## src/rtl/fipc_pkg.sv

```systemverilog
// Package with constants and carrier types of the fault interrupt and link check block.
`default_nettype none
package fipc_pkg;
  localparam int          CLK_MHZ          = 100;
  localparam int          DEB_SHORT_NS     = 12800;
  localparam int          DEB_LONG_NS      = 51200;
  localparam int          DEB_SHORT_CYC    = (DEB_SHORT_NS * CLK_MHZ + 999) / 1000;
  localparam int          DEB_LONG_CYC     = (DEB_LONG_NS * CLK_MHZ + 999) / 1000;
  localparam int          LPF_250HZ_SHIFT  = 12;
  localparam int          LPF_500HZ_SHIFT  = 11;
  localparam int          LPF_1KHZ_SHIFT   = 10;
  localparam logic [7:0]  CRC_INIT         = 8'h00;
  localparam logic [7:0]  CRC_POLY         = 8'h07;
  localparam logic [7:0]  FLAGS_RESET      = 8'h00;
  localparam int          FLAGS_W          = 8;

  typedef enum logic [1:0] {FIPC_LPF_250, FIPC_LPF_500, FIPC_LPF_1K} fipc_lpf_e;
  typedef enum {FIPC_IDLE, FIPC_ADDR, FIPC_DATA} fipc_link_e;

  typedef struct packed {
    logic [7:0] data;
    logic       last;
    logic       is_write;
  } fipc_byte_s;
endpackage : fipc_pkg
`default_nettype wire

```

## src/rtl/fipc_ctrl.sv

```systemverilog
// Fault flag, interrupt, mode select and link check logic of the voltage supervisor.
`default_nettype none
module fipc_ctrl
  import fipc_pkg::*;
#(
  parameter int NCH = 4
) (
  input  wire logic               clk,
  input  wire logic               resetn,
  input  wire logic               activity_select,
  output logic                    active_mode,
  input  wire logic [NCH-1:0]     ov_raw,
  input  wire logic [NCH-1:0]     uv_raw,
  input  wire logic               ov_deb_long,
  input  wire logic               uv_deb_long,
  input  wire logic [NCH-1:0]     low_freq_path,
  input  wire logic [1:0]         lpf_sel,
  input  wire logic [FLAGS_W-1:0] clr_first,
  input  wire logic [FLAGS_W-1:0] clr_second,
  input  wire logic [FLAGS_W-1:0] mask_first,
  input  wire logic [FLAGS_W-1:0] mask_second,
  output logic [FLAGS_W-1:0]      fault_flags_first,
  output logic [FLAGS_W-1:0]      fault_flags_second,
  input  wire logic               check_en,
  input  wire fipc_byte_s         link_byte,
  input  wire logic               link_byte_vld,
  input  wire logic               link_stop,
  output logic                    write_commit,
  output logic                    write_discard,
  output logic [7:0]              crc_value,
  output logic                    fault_irq_n_o,
  output logic                    fault_irq_n_oe
);
  localparam int LPF_W = 13;
  localparam int DW    = $clog2(DEB_LONG_CYC + 1);

  // The flag banks hold four channels of each fault kind, so more channels cannot be served.
  initial begin
    if (NCH < 1 || NCH > 4) $error("NCH must be 1 to 4");
    if (2 * NCH > FLAGS_W) $error("flag bank too narrow for NCH");
    if (LPF_W <= LPF_250HZ_SHIFT) $error("filter accumulator too narrow");
    if (DEB_LONG_CYC >= (1 << DW)) $error("debounce counter too narrow");
  end

  // All registers of the block live in this struct; nxt_ff holds its next value.
  typedef struct packed {
    logic [2:0]             act_sync;
    logic [NCH-1:0]         ov_s1, ov_s2, uv_s1, uv_s2, lf_s1, lf_s2;
    logic [NCH-1:0][DW-1:0] ov_cnt, uv_cnt;
    logic [NCH-1:0][LPF_W-1:0] lf_acc;
    logic [FLAGS_W-1:0]     flags1, flags2;
    logic [7:0]             crc;
    logic                   in_txn, good_seen, extra_seen, pend_err, err_event;
    logic                   commit, discard;
  } fipc_state_s;

  fipc_state_s cur_ff, nxt_ff;

  // One byte of the link check code, most significant bit first.
  function automatic logic [7:0] crc_step(input logic [7:0] c, input logic [7:0] d);
    logic [7:0] r;
    r = c ^ d;
    for (int i = 0; i < 8; i++) begin
      r = r[7] ? ((r << 1) ^ CRC_POLY) : (r << 1);
    end
    return r;
  endfunction : crc_step

  always_comb begin
    logic [DW-1:0]    ov_lim;
    logic [DW-1:0]    uv_lim;
    logic [NCH-1:0]   ov_hit;
    logic [NCH-1:0]   uv_hit;
    logic [NCH-1:0]   lf_hit;
    logic [FLAGS_W-1:0] set1;
    logic [FLAGS_W-1:0] set2;
    int               sh;
    logic [LPF_W-1:0] tgt;
    logic [LPF_W-1:0] diff;
    logic [LPF_W-1:0] step;
    sh     = LPF_1KHZ_SHIFT;
    tgt    = '0;
    diff   = '0;
    step   = '0;
    nxt_ff = cur_ff;
    ov_hit = '0;
    uv_hit = '0;
    lf_hit = '0;
    set1   = '0;
    set2   = '0;
    // Each overvoltage and undervoltage fault must stay present for the whole debounce count before it is taken.
    ov_lim = ov_deb_long ? DW'(DEB_LONG_CYC) : DW'(DEB_SHORT_CYC);
    uv_lim = uv_deb_long ? DW'(DEB_LONG_CYC) : DW'(DEB_SHORT_CYC);
    case (fipc_lpf_e'(lpf_sel))
      FIPC_LPF_250: sh = LPF_250HZ_SHIFT;
      FIPC_LPF_500: sh = LPF_500HZ_SHIFT;
      default:      sh = LPF_1KHZ_SHIFT;
    endcase
    // Pins from outside the clock domain pass a synchroniser before any logic reads them.
    // Activity select has a third stage, so the mode follows the pin three cycles later, one more than the other pins.
    nxt_ff.act_sync = {cur_ff.act_sync[1:0], activity_select};
    nxt_ff.ov_s1 = ov_raw;
    nxt_ff.ov_s2 = cur_ff.ov_s1;
    nxt_ff.uv_s1 = uv_raw;
    nxt_ff.uv_s2 = cur_ff.uv_s1;
    nxt_ff.lf_s1 = low_freq_path;
    nxt_ff.lf_s2 = cur_ff.lf_s1;
    for (int c = 0; c < NCH; c++) begin
      // Faults are only detected in active mode.
      // A counter stops at its limit and restarts from zero once the fault goes away.
      if (cur_ff.ov_s2[c] && cur_ff.act_sync[2]) begin
        if (cur_ff.ov_cnt[c] < ov_lim) nxt_ff.ov_cnt[c] = cur_ff.ov_cnt[c] + DW'(1);
        else ov_hit[c] = 1'b1;
      end else begin
        nxt_ff.ov_cnt[c] = '0;
      end
      if (cur_ff.uv_s2[c] && cur_ff.act_sync[2]) begin
        if (cur_ff.uv_cnt[c] < uv_lim) nxt_ff.uv_cnt[c] = cur_ff.uv_cnt[c] + DW'(1);
        else uv_hit[c] = 1'b1;
      end else begin
        nxt_ff.uv_cnt[c] = '0;
      end
      // First order low pass: the accumulator tracks the fault level with a shift set gain.
      tgt  = cur_ff.lf_s2[c] ? {LPF_W{1'b1}} : '0;
      diff = (tgt > cur_ff.lf_acc[c]) ? tgt - cur_ff.lf_acc[c] : cur_ff.lf_acc[c] - tgt;
      step = diff >> sh;
      // A step of at least one keeps the filter from stalling short of its target.
      if (step == '0 && diff != '0)
        step = LPF_W'(1);
      if (tgt > cur_ff.lf_acc[c])
        nxt_ff.lf_acc[c] = cur_ff.lf_acc[c] + step;
      else
        nxt_ff.lf_acc[c] = cur_ff.lf_acc[c] - step;
      lf_hit[c] = cur_ff.lf_acc[c][LPF_W-1] && cur_ff.act_sync[2];
    end
    set1[NCH-1:0]         = ov_hit;
    set1[2*NCH-1:NCH]     = uv_hit;
    set2[NCH-1:0]         = lf_hit;
    set2[FLAGS_W-1]       = cur_ff.err_event;
    // A set in the same cycle as a clear wins, so a fresh fault is never lost.
    nxt_ff.flags1 = (cur_ff.flags1 & ~clr_first) | set1;
    nxt_ff.flags2 = (cur_ff.flags2 & ~clr_second) | set2;

    // The first byte of a transaction restarts the code; with checking on, a byte
    // marked last is the check byte, and link_stop closes the transaction.
    nxt_ff.err_event = 1'b0;
    nxt_ff.commit    = 1'b0;
    nxt_ff.discard   = 1'b0;
    if (link_byte_vld) begin
      if (!cur_ff.in_txn) begin
        nxt_ff.crc        = crc_step(CRC_INIT, link_byte.data);
        nxt_ff.in_txn     = 1'b1;
        nxt_ff.good_seen  = 1'b0;
        nxt_ff.extra_seen = 1'b0;
        if (cur_ff.pend_err) begin
          nxt_ff.err_event = 1'b1;
          nxt_ff.pend_err  = 1'b0;
        end
      end else if (check_en && cur_ff.good_seen) begin
        nxt_ff.extra_seen = 1'b1;
      end else if (check_en && link_byte.last) begin
        // A bad check byte is only remembered; its flag waits for the next transaction.
        if (link_byte.data == cur_ff.crc) nxt_ff.good_seen = 1'b1;
        else nxt_ff.pend_err = 1'b1;
      end else begin
        nxt_ff.crc = crc_step(cur_ff.crc, link_byte.data);
      end
    end
    if (link_stop && cur_ff.in_txn) begin
      nxt_ff.in_txn = 1'b0;
      if (cur_ff.extra_seen) begin
        nxt_ff.discard   = 1'b1;
        nxt_ff.err_event = 1'b1;
      end else if (!check_en || cur_ff.good_seen) begin
        nxt_ff.commit = 1'b1;
      end else begin
        // Without a good check byte the write is dropped while checking is on.
        nxt_ff.discard = 1'b1;
      end
    end
  end

  // Reset returns every register to idle and leaves both flag banks empty.
  always_ff @(posedge clk or negedge resetn) begin
    if (!resetn) begin
      cur_ff        <= '0;
      cur_ff.flags1 <= FLAGS_RESET;
      cur_ff.flags2 <= FLAGS_RESET;
      cur_ff.crc    <= CRC_INIT;
    end else begin
      cur_ff <= nxt_ff;
    end
  end

  // The pin is open drain: the block only pulls it low and the pull-up releases it.
  assign active_mode        = cur_ff.act_sync[2];
  assign fault_flags_first  = cur_ff.flags1;
  assign fault_flags_second = cur_ff.flags2;
  assign crc_value          = cur_ff.crc;
  assign write_commit       = cur_ff.commit;
  assign write_discard      = cur_ff.discard;
  assign fault_irq_n_o      = 1'b0;
  assign fault_irq_n_oe     = |(cur_ff.flags1 & ~mask_first) |
                              |(cur_ff.flags2 & ~mask_second);
endmodule : fipc_ctrl
`default_nettype wire

```

## config.mk

```make
export PLATFORM = sky130hd
export DESIGN_NAME = fipc_ctrl
export DESIGN_NICKNAME = d
export VERILOG_FILES = /design/src/rtl/fipc_pkg.sv /design/src/rtl/fipc_ctrl.sv
export SDC_FILE = /design/constraint.sdc
export NUM_CORES = 1
export LEC_CHECK = 0
export ABC_AREA = 1
export BUFFER_PORTS_ARGS = -buffer_cell sky130_fd_sc_hd__buf_2
export CAP_MARGIN = 20
export CORE_MARGIN = 3
export CORE_UTILIZATION = 35
export CTS_CLUSTER_SIZE = 28
export DETAILED_ROUTE_END_ITERATION = 6
export SKIP_CTS_REPAIR_TIMING = 1
export SLEW_MARGIN = 40
export SYNTH_ARGS = -nofsm -noshare
export SYNTH_HDL_FRONTEND = slang
export SYNTH_SLANG_ARGS = --single-unit
export TNS_END_PERCENT = 10
```

## constraint.sdc

```tcl
create_clock -name clk -period 8.4 [get_ports clk]
set_clock_uncertainty 0.1 [all_clocks]
set_input_delay 0.42 -clock clk [delete_from_list [all_inputs] [get_ports clk]]
set_output_delay 0.42 -clock clk [all_outputs]
set_load 0.005 [all_outputs]
```

# Word level (Yosys, flattened, before mapping)
# Cells that the tools add are included.
# Widths: inputs -> output; s select.
dict set report op_classes {
  n_eq_ne 16
  order_cmp 12
  reduce_logical 37
  muxes 88
  addsub 24
  shifts 4
  bitwise 28
}
# op count
set ops {}
lappend ops {{$mux 13} 34}
lappend ops {{$sub 13x13->13} 12}
lappend ops {{$shr 13x32->13} 4}
lappend ops {{$add 13x1->13 const B} 8}
lappend ops {{$lt 13x13->1} 8}
lappend ops {{$mux 3} 18}
lappend ops {{$add 13x13->13} 4}
lappend ops {{$gt 13x13->1} 4}
lappend ops {{$logic_not 13->1} 4}
lappend ops {{$reduce_bool 13->1} 4}
lappend ops {{$not 3->3} 16}
lappend ops {{$and 8x8->8} 4}
lappend ops {{$not 8->8} 4}
lappend ops {{$mux 1} 31}
lappend ops {{$mux 8} 3}
lappend ops {{$ne 2x1->1 const B} 11}
lappend ops {{$logic_and 1x1->1} 19}
lappend ops {{$or 8x8->8} 2}
lappend ops {{$reduce_or 8->1} 2}
lappend ops {{$eq 8x8->1} 1}
lappend ops {{$reduce_and 4->1} 2}
lappend ops {{$xor 8x8->8} 1}
lappend ops {{$ne 2x2->1 const B} 3}
lappend ops {{$pmux 3 s2} 1}
lappend ops {{other kinds (9)} 9}
dict set report word_totals {
  in_bits 64
  reg_bits 214
}

# Logic depth before layout (Yosys ltp)
dict set report logic_depth {
  depth_word 20
  depth_mapped 35
  ltp_nobuf 33
}

# Least setup slack after synthesis
# OpenSTA, ideal clock, no wires.
dict set report synth_timing {
  path_kind {register -> register}
  startpoint {register cur_ff[190] in the netlist's numbering}
  endpoint {register cur_ff[82] in the netlist's numbering}
  setup_ns 0.131
  period_less_slack_ns 4.495
  slack_ns 3.905
  t_arrival_ns 4.263
  t_required_ns 8.169
  stages_incl_launch_ff 29
  path_buffers 0
  cell_sequence {dfrtp_1 -> inv_1 -> ha_1 -> inv_1 -> fa_1 -> nand2_1 -> nand2_1 -> nand2_1 -> nand3_1 -> nand2_1 -> nand2_1 -> nand2_1 -> nand2_1 -> nor2_1 -> inv_1 -> nand3_1 -> inv_1 -> a21oi_2 -> ha_1 -> inv_1 -> o21ai_0 -> fa_1 -> nand3b_1 -> and2_1 -> o221ai_1 -> nand3_1 -> nand2_1 -> a21boi_0 -> xor2_1}
}
# element line
set synth_rtl {}
lappend synth_rtl {{start: declaration} fipc_ctrl.sv:57} ;# fipc_state_s cur_ff, nxt_ff;
lappend synth_rtl {{start signal: assignment} fipc_ctrl.sv:191} ;# cur_ff <= nxt_ff;

==> flow_metrics.env <==
export IMPL_synthDistinctLibCells=60
export IMPL_dpl_cell_area_um2=20100
export IMPL_utilization=0.395
export IMPL_num_vias=17000
export IMPL_drt_initial_drc_count=1074
export IMPL_yosysSeqAreaShare=0.279
export IMPL_relSlewSlack=0.478
export IMPL_dp_slack_ns=2.88
export IMPL_cts_tree="built"
export IMPL_cts_buffers=28
export IMPL_finalHoldViolCount=0
export IMPL_grt_max_degree=92
export IMPL_crit_type="reg -> reg"
export IMPL_syn_area_um2=19200
export IMPL_power_density_cell_area_nw_per_um2=402
export IMPL_rsz0062_at_grt="false"
export IMPL_ys_top_cells_by_area="dfrtp_1, nand2_1, ha_1, inv_1, nand3_1"
export IMPL_cp_common_cell="nand2_1"
export IMPL_slowest_delay_ns=0.74
export IMPL_io_pin_count=93
export IMPL_fin_ws_ns=2.94
export IMPL_antenna_found_initial=0
export IMPL_grt_util_all_layers=0.158
export IMPL_worstSetupEndpointType="register"
export IMPL_grt_pass1_vias=16000
export IMPL_min_period_ns=5.46
export IMPL_postSynthCellCount=2804
export IMPL_cts_sinks=214
export IMPL_fmax_mhz=183
export IMPL_htree_levels=1
export IMPL_die_h_um=240
export IMPL_io_buffers=90
export IMPL_syn_area_per_cell_um2=6.85
export IMPL_leakagePower_nw=11.2
export IMPL_max_cap_violations=0
export IMPL_maxSlewViolCount=0
export IMPL_synth_edff_count=0
export IMPL_nNetsFinal=3140
export IMPL_period_share=0.650
export IMPL_finalSetupViolations=0
export IMPL_layout_drive_gt1_share=0.0821
export IMPL_ys_flop_type="dfrtp_1"
export IMPL_initial_core_util=0.355
export IMPL_clock_latency_ns=0.57
export IMPL_worstPathRequired_ns=8.80
export IMPL_clk_pin_slew_ns=0.05
export IMPL_area_delta_synth_final_pct=11.1
export IMPL_synth_area_leader_cell="dfrtp_1"
export IMPL_first_pass_iters=5
export IMPL_path_max_fanout=16
export IMPL_hpwlAfterDp_um=36000
export IMPL_grt_ovfl_total=0
export IMPL_cts_root_buffer="clkbuf_16"
export IMPL_antenna_left=0
export IMPL_finalSetupTns_ns=0
export IMPL_fillCellCount=5703
export IMPL_place_gp_congestion=0.889
export IMPL_num_antenna_cells=0
export IMPL_dieArea_um2=57700
export IMPL_route_detailed_drc=0
export IMPL_clock_path_buffers=3
export IMPL_async_reset_ff_frac=1.00
export IMPL_critPathLaunchType="register"
export IMPL_cp_arrival_ns=5.86
export IMPL_layout_commonest_cell="nand2_1"
export IMPL_hold_class="in -> reg"
export IMPL_dieWidth_um=240
export IMPL_ys_ff_latch=214
export IMPL_slowest_stage="dfrtp_1"
export IMPL_most_common_layout_cells="nand2_1, inv_1, dfrtp_1"
export IMPL_reg2reg_slack_ns=2.94
export IMPL_yosysWarnings=0
export IMPL_fin_area_um2=21300
export IMPL_status="completed"
export IMPL_worst_path_buf_inv=6
export IMPL_grt_pass1_wl_um=76100
export IMPL_yosys_area_top_type_share=0.279
export IMPL_coreArea_um2=54000
export IMPL_tightest_slew_ns=0.780
export IMPL_crit_family="compound AO/OA/AOI/OAI gates"
export IMPL_row_count=85
export IMPL_finalWirelength_um=45800
export IMPL_wl_per_cell_um=12.7
export IMPL_viasPerCell=4.72
export IMPL_vdd_drop_max_mv=0.175
[final cells by class]
class / count / area [µm²] / area share
clock buffers: 37 / 795 / 0.0372
clock inverters: 14 / 181 / 0.00850
inverters: 462 / 1740 / 0.0816
multi-input cells: 2059 / 11600 / 0.543
flip-flops and latches: 214 / 5360 / 0.251
well taps: 696 / 871 / 0.0408
repair buffers: 124 / 810 / 0.0379
[tightest hold or removal path: stages]
cell and delay, ns:
buf_2 0.11, nand3_1 0.07, a21oi_1 0.05
[metal layers]
layer,wire length (µm),GRT usage,part of all wire
met1,22200,0.212,0.48
met2,21300,0.273,0.46
met3,1560,0.0193,0.034
met4,832,0.0310,0.018
met5,0,0,0
[logic make-up after synthesis]
family	share of synthesized area
simple gates	0.326
buf+inv	0.118
compound gates	0.0960
flops	0.279
fa+ha+maj	0.127
xor+xnor	0.0534
other cells	0.000391
[where the power goes]
part | total, W | internal (W) | switching [W] | leakage [nW]
combinational | 0.00589 | 0.00221 | 0.00368 | 7.91
sequential | 0.00143 | 0.00127 | 0.000161 | 2.77
clock | 0.00125 | 0.000758 | 0.000488 | 0.485
[cells in the mapped netlist, types with 7 or more instances]
cell type,n
nor3_2,8
nand4_1,58
nand3_1,199
or2_2,9
nor3_1,60
nor2_2,9
nand2_2,23
o21ai_0,109
a21oi_2,7
xor2_1,83
inv_2,8
and2_1,10
inv_1,452
nand2_1,809
ha_1,175
clkbuf_1,10
fa_1,12
nor4_1,7
a31oi_1,12
o21bai_1,16
nand3b_1,7
nand3_2,11
xnor2_1,34
nor2_1,180
o22ai_1,13
dfrtp_1,214
buf_4,47
a21oi_1,143
[worst paths after layout]
check / end / start / cells after the start
max reg2reg: cur_ff[81] / cur_ff[190] / 29
max: cur_ff[81] / cur_ff[190] / 29
min in group asynchronous: cur_ff[178] / resetn / 2
min: cur_ff[4] / link_byte_vld / 3
min reg2reg: cur_ff[187] / cur_ff[191] / 0
max in group asynchronous: cur_ff[67] / resetn / 4
[per-stage QoR]
step	cells	hold slack, ns	total power, W
2_1_floorplan	2807	0.0244	0.00628
3_3_place_gp	3523	0.232	0.00730
3_5_place_dp	3524	0.235	0.00733
4_1_cts	3575	-0.232	0.00863
5_1_grt	3606	0.0134	0.00961
6_report	3606	0.0183	0.00857
[sequential cells by signal, indices dropped and copies added, names as in the netlist]
register / count
cur_ff: 187
fault_flags_first: 8
crc_value: 8
write_commit: 1
fault_flags_second: 8
write_discard: 1
active_mode: 1
Note: power is estimated with default switching activity, not from simulation.
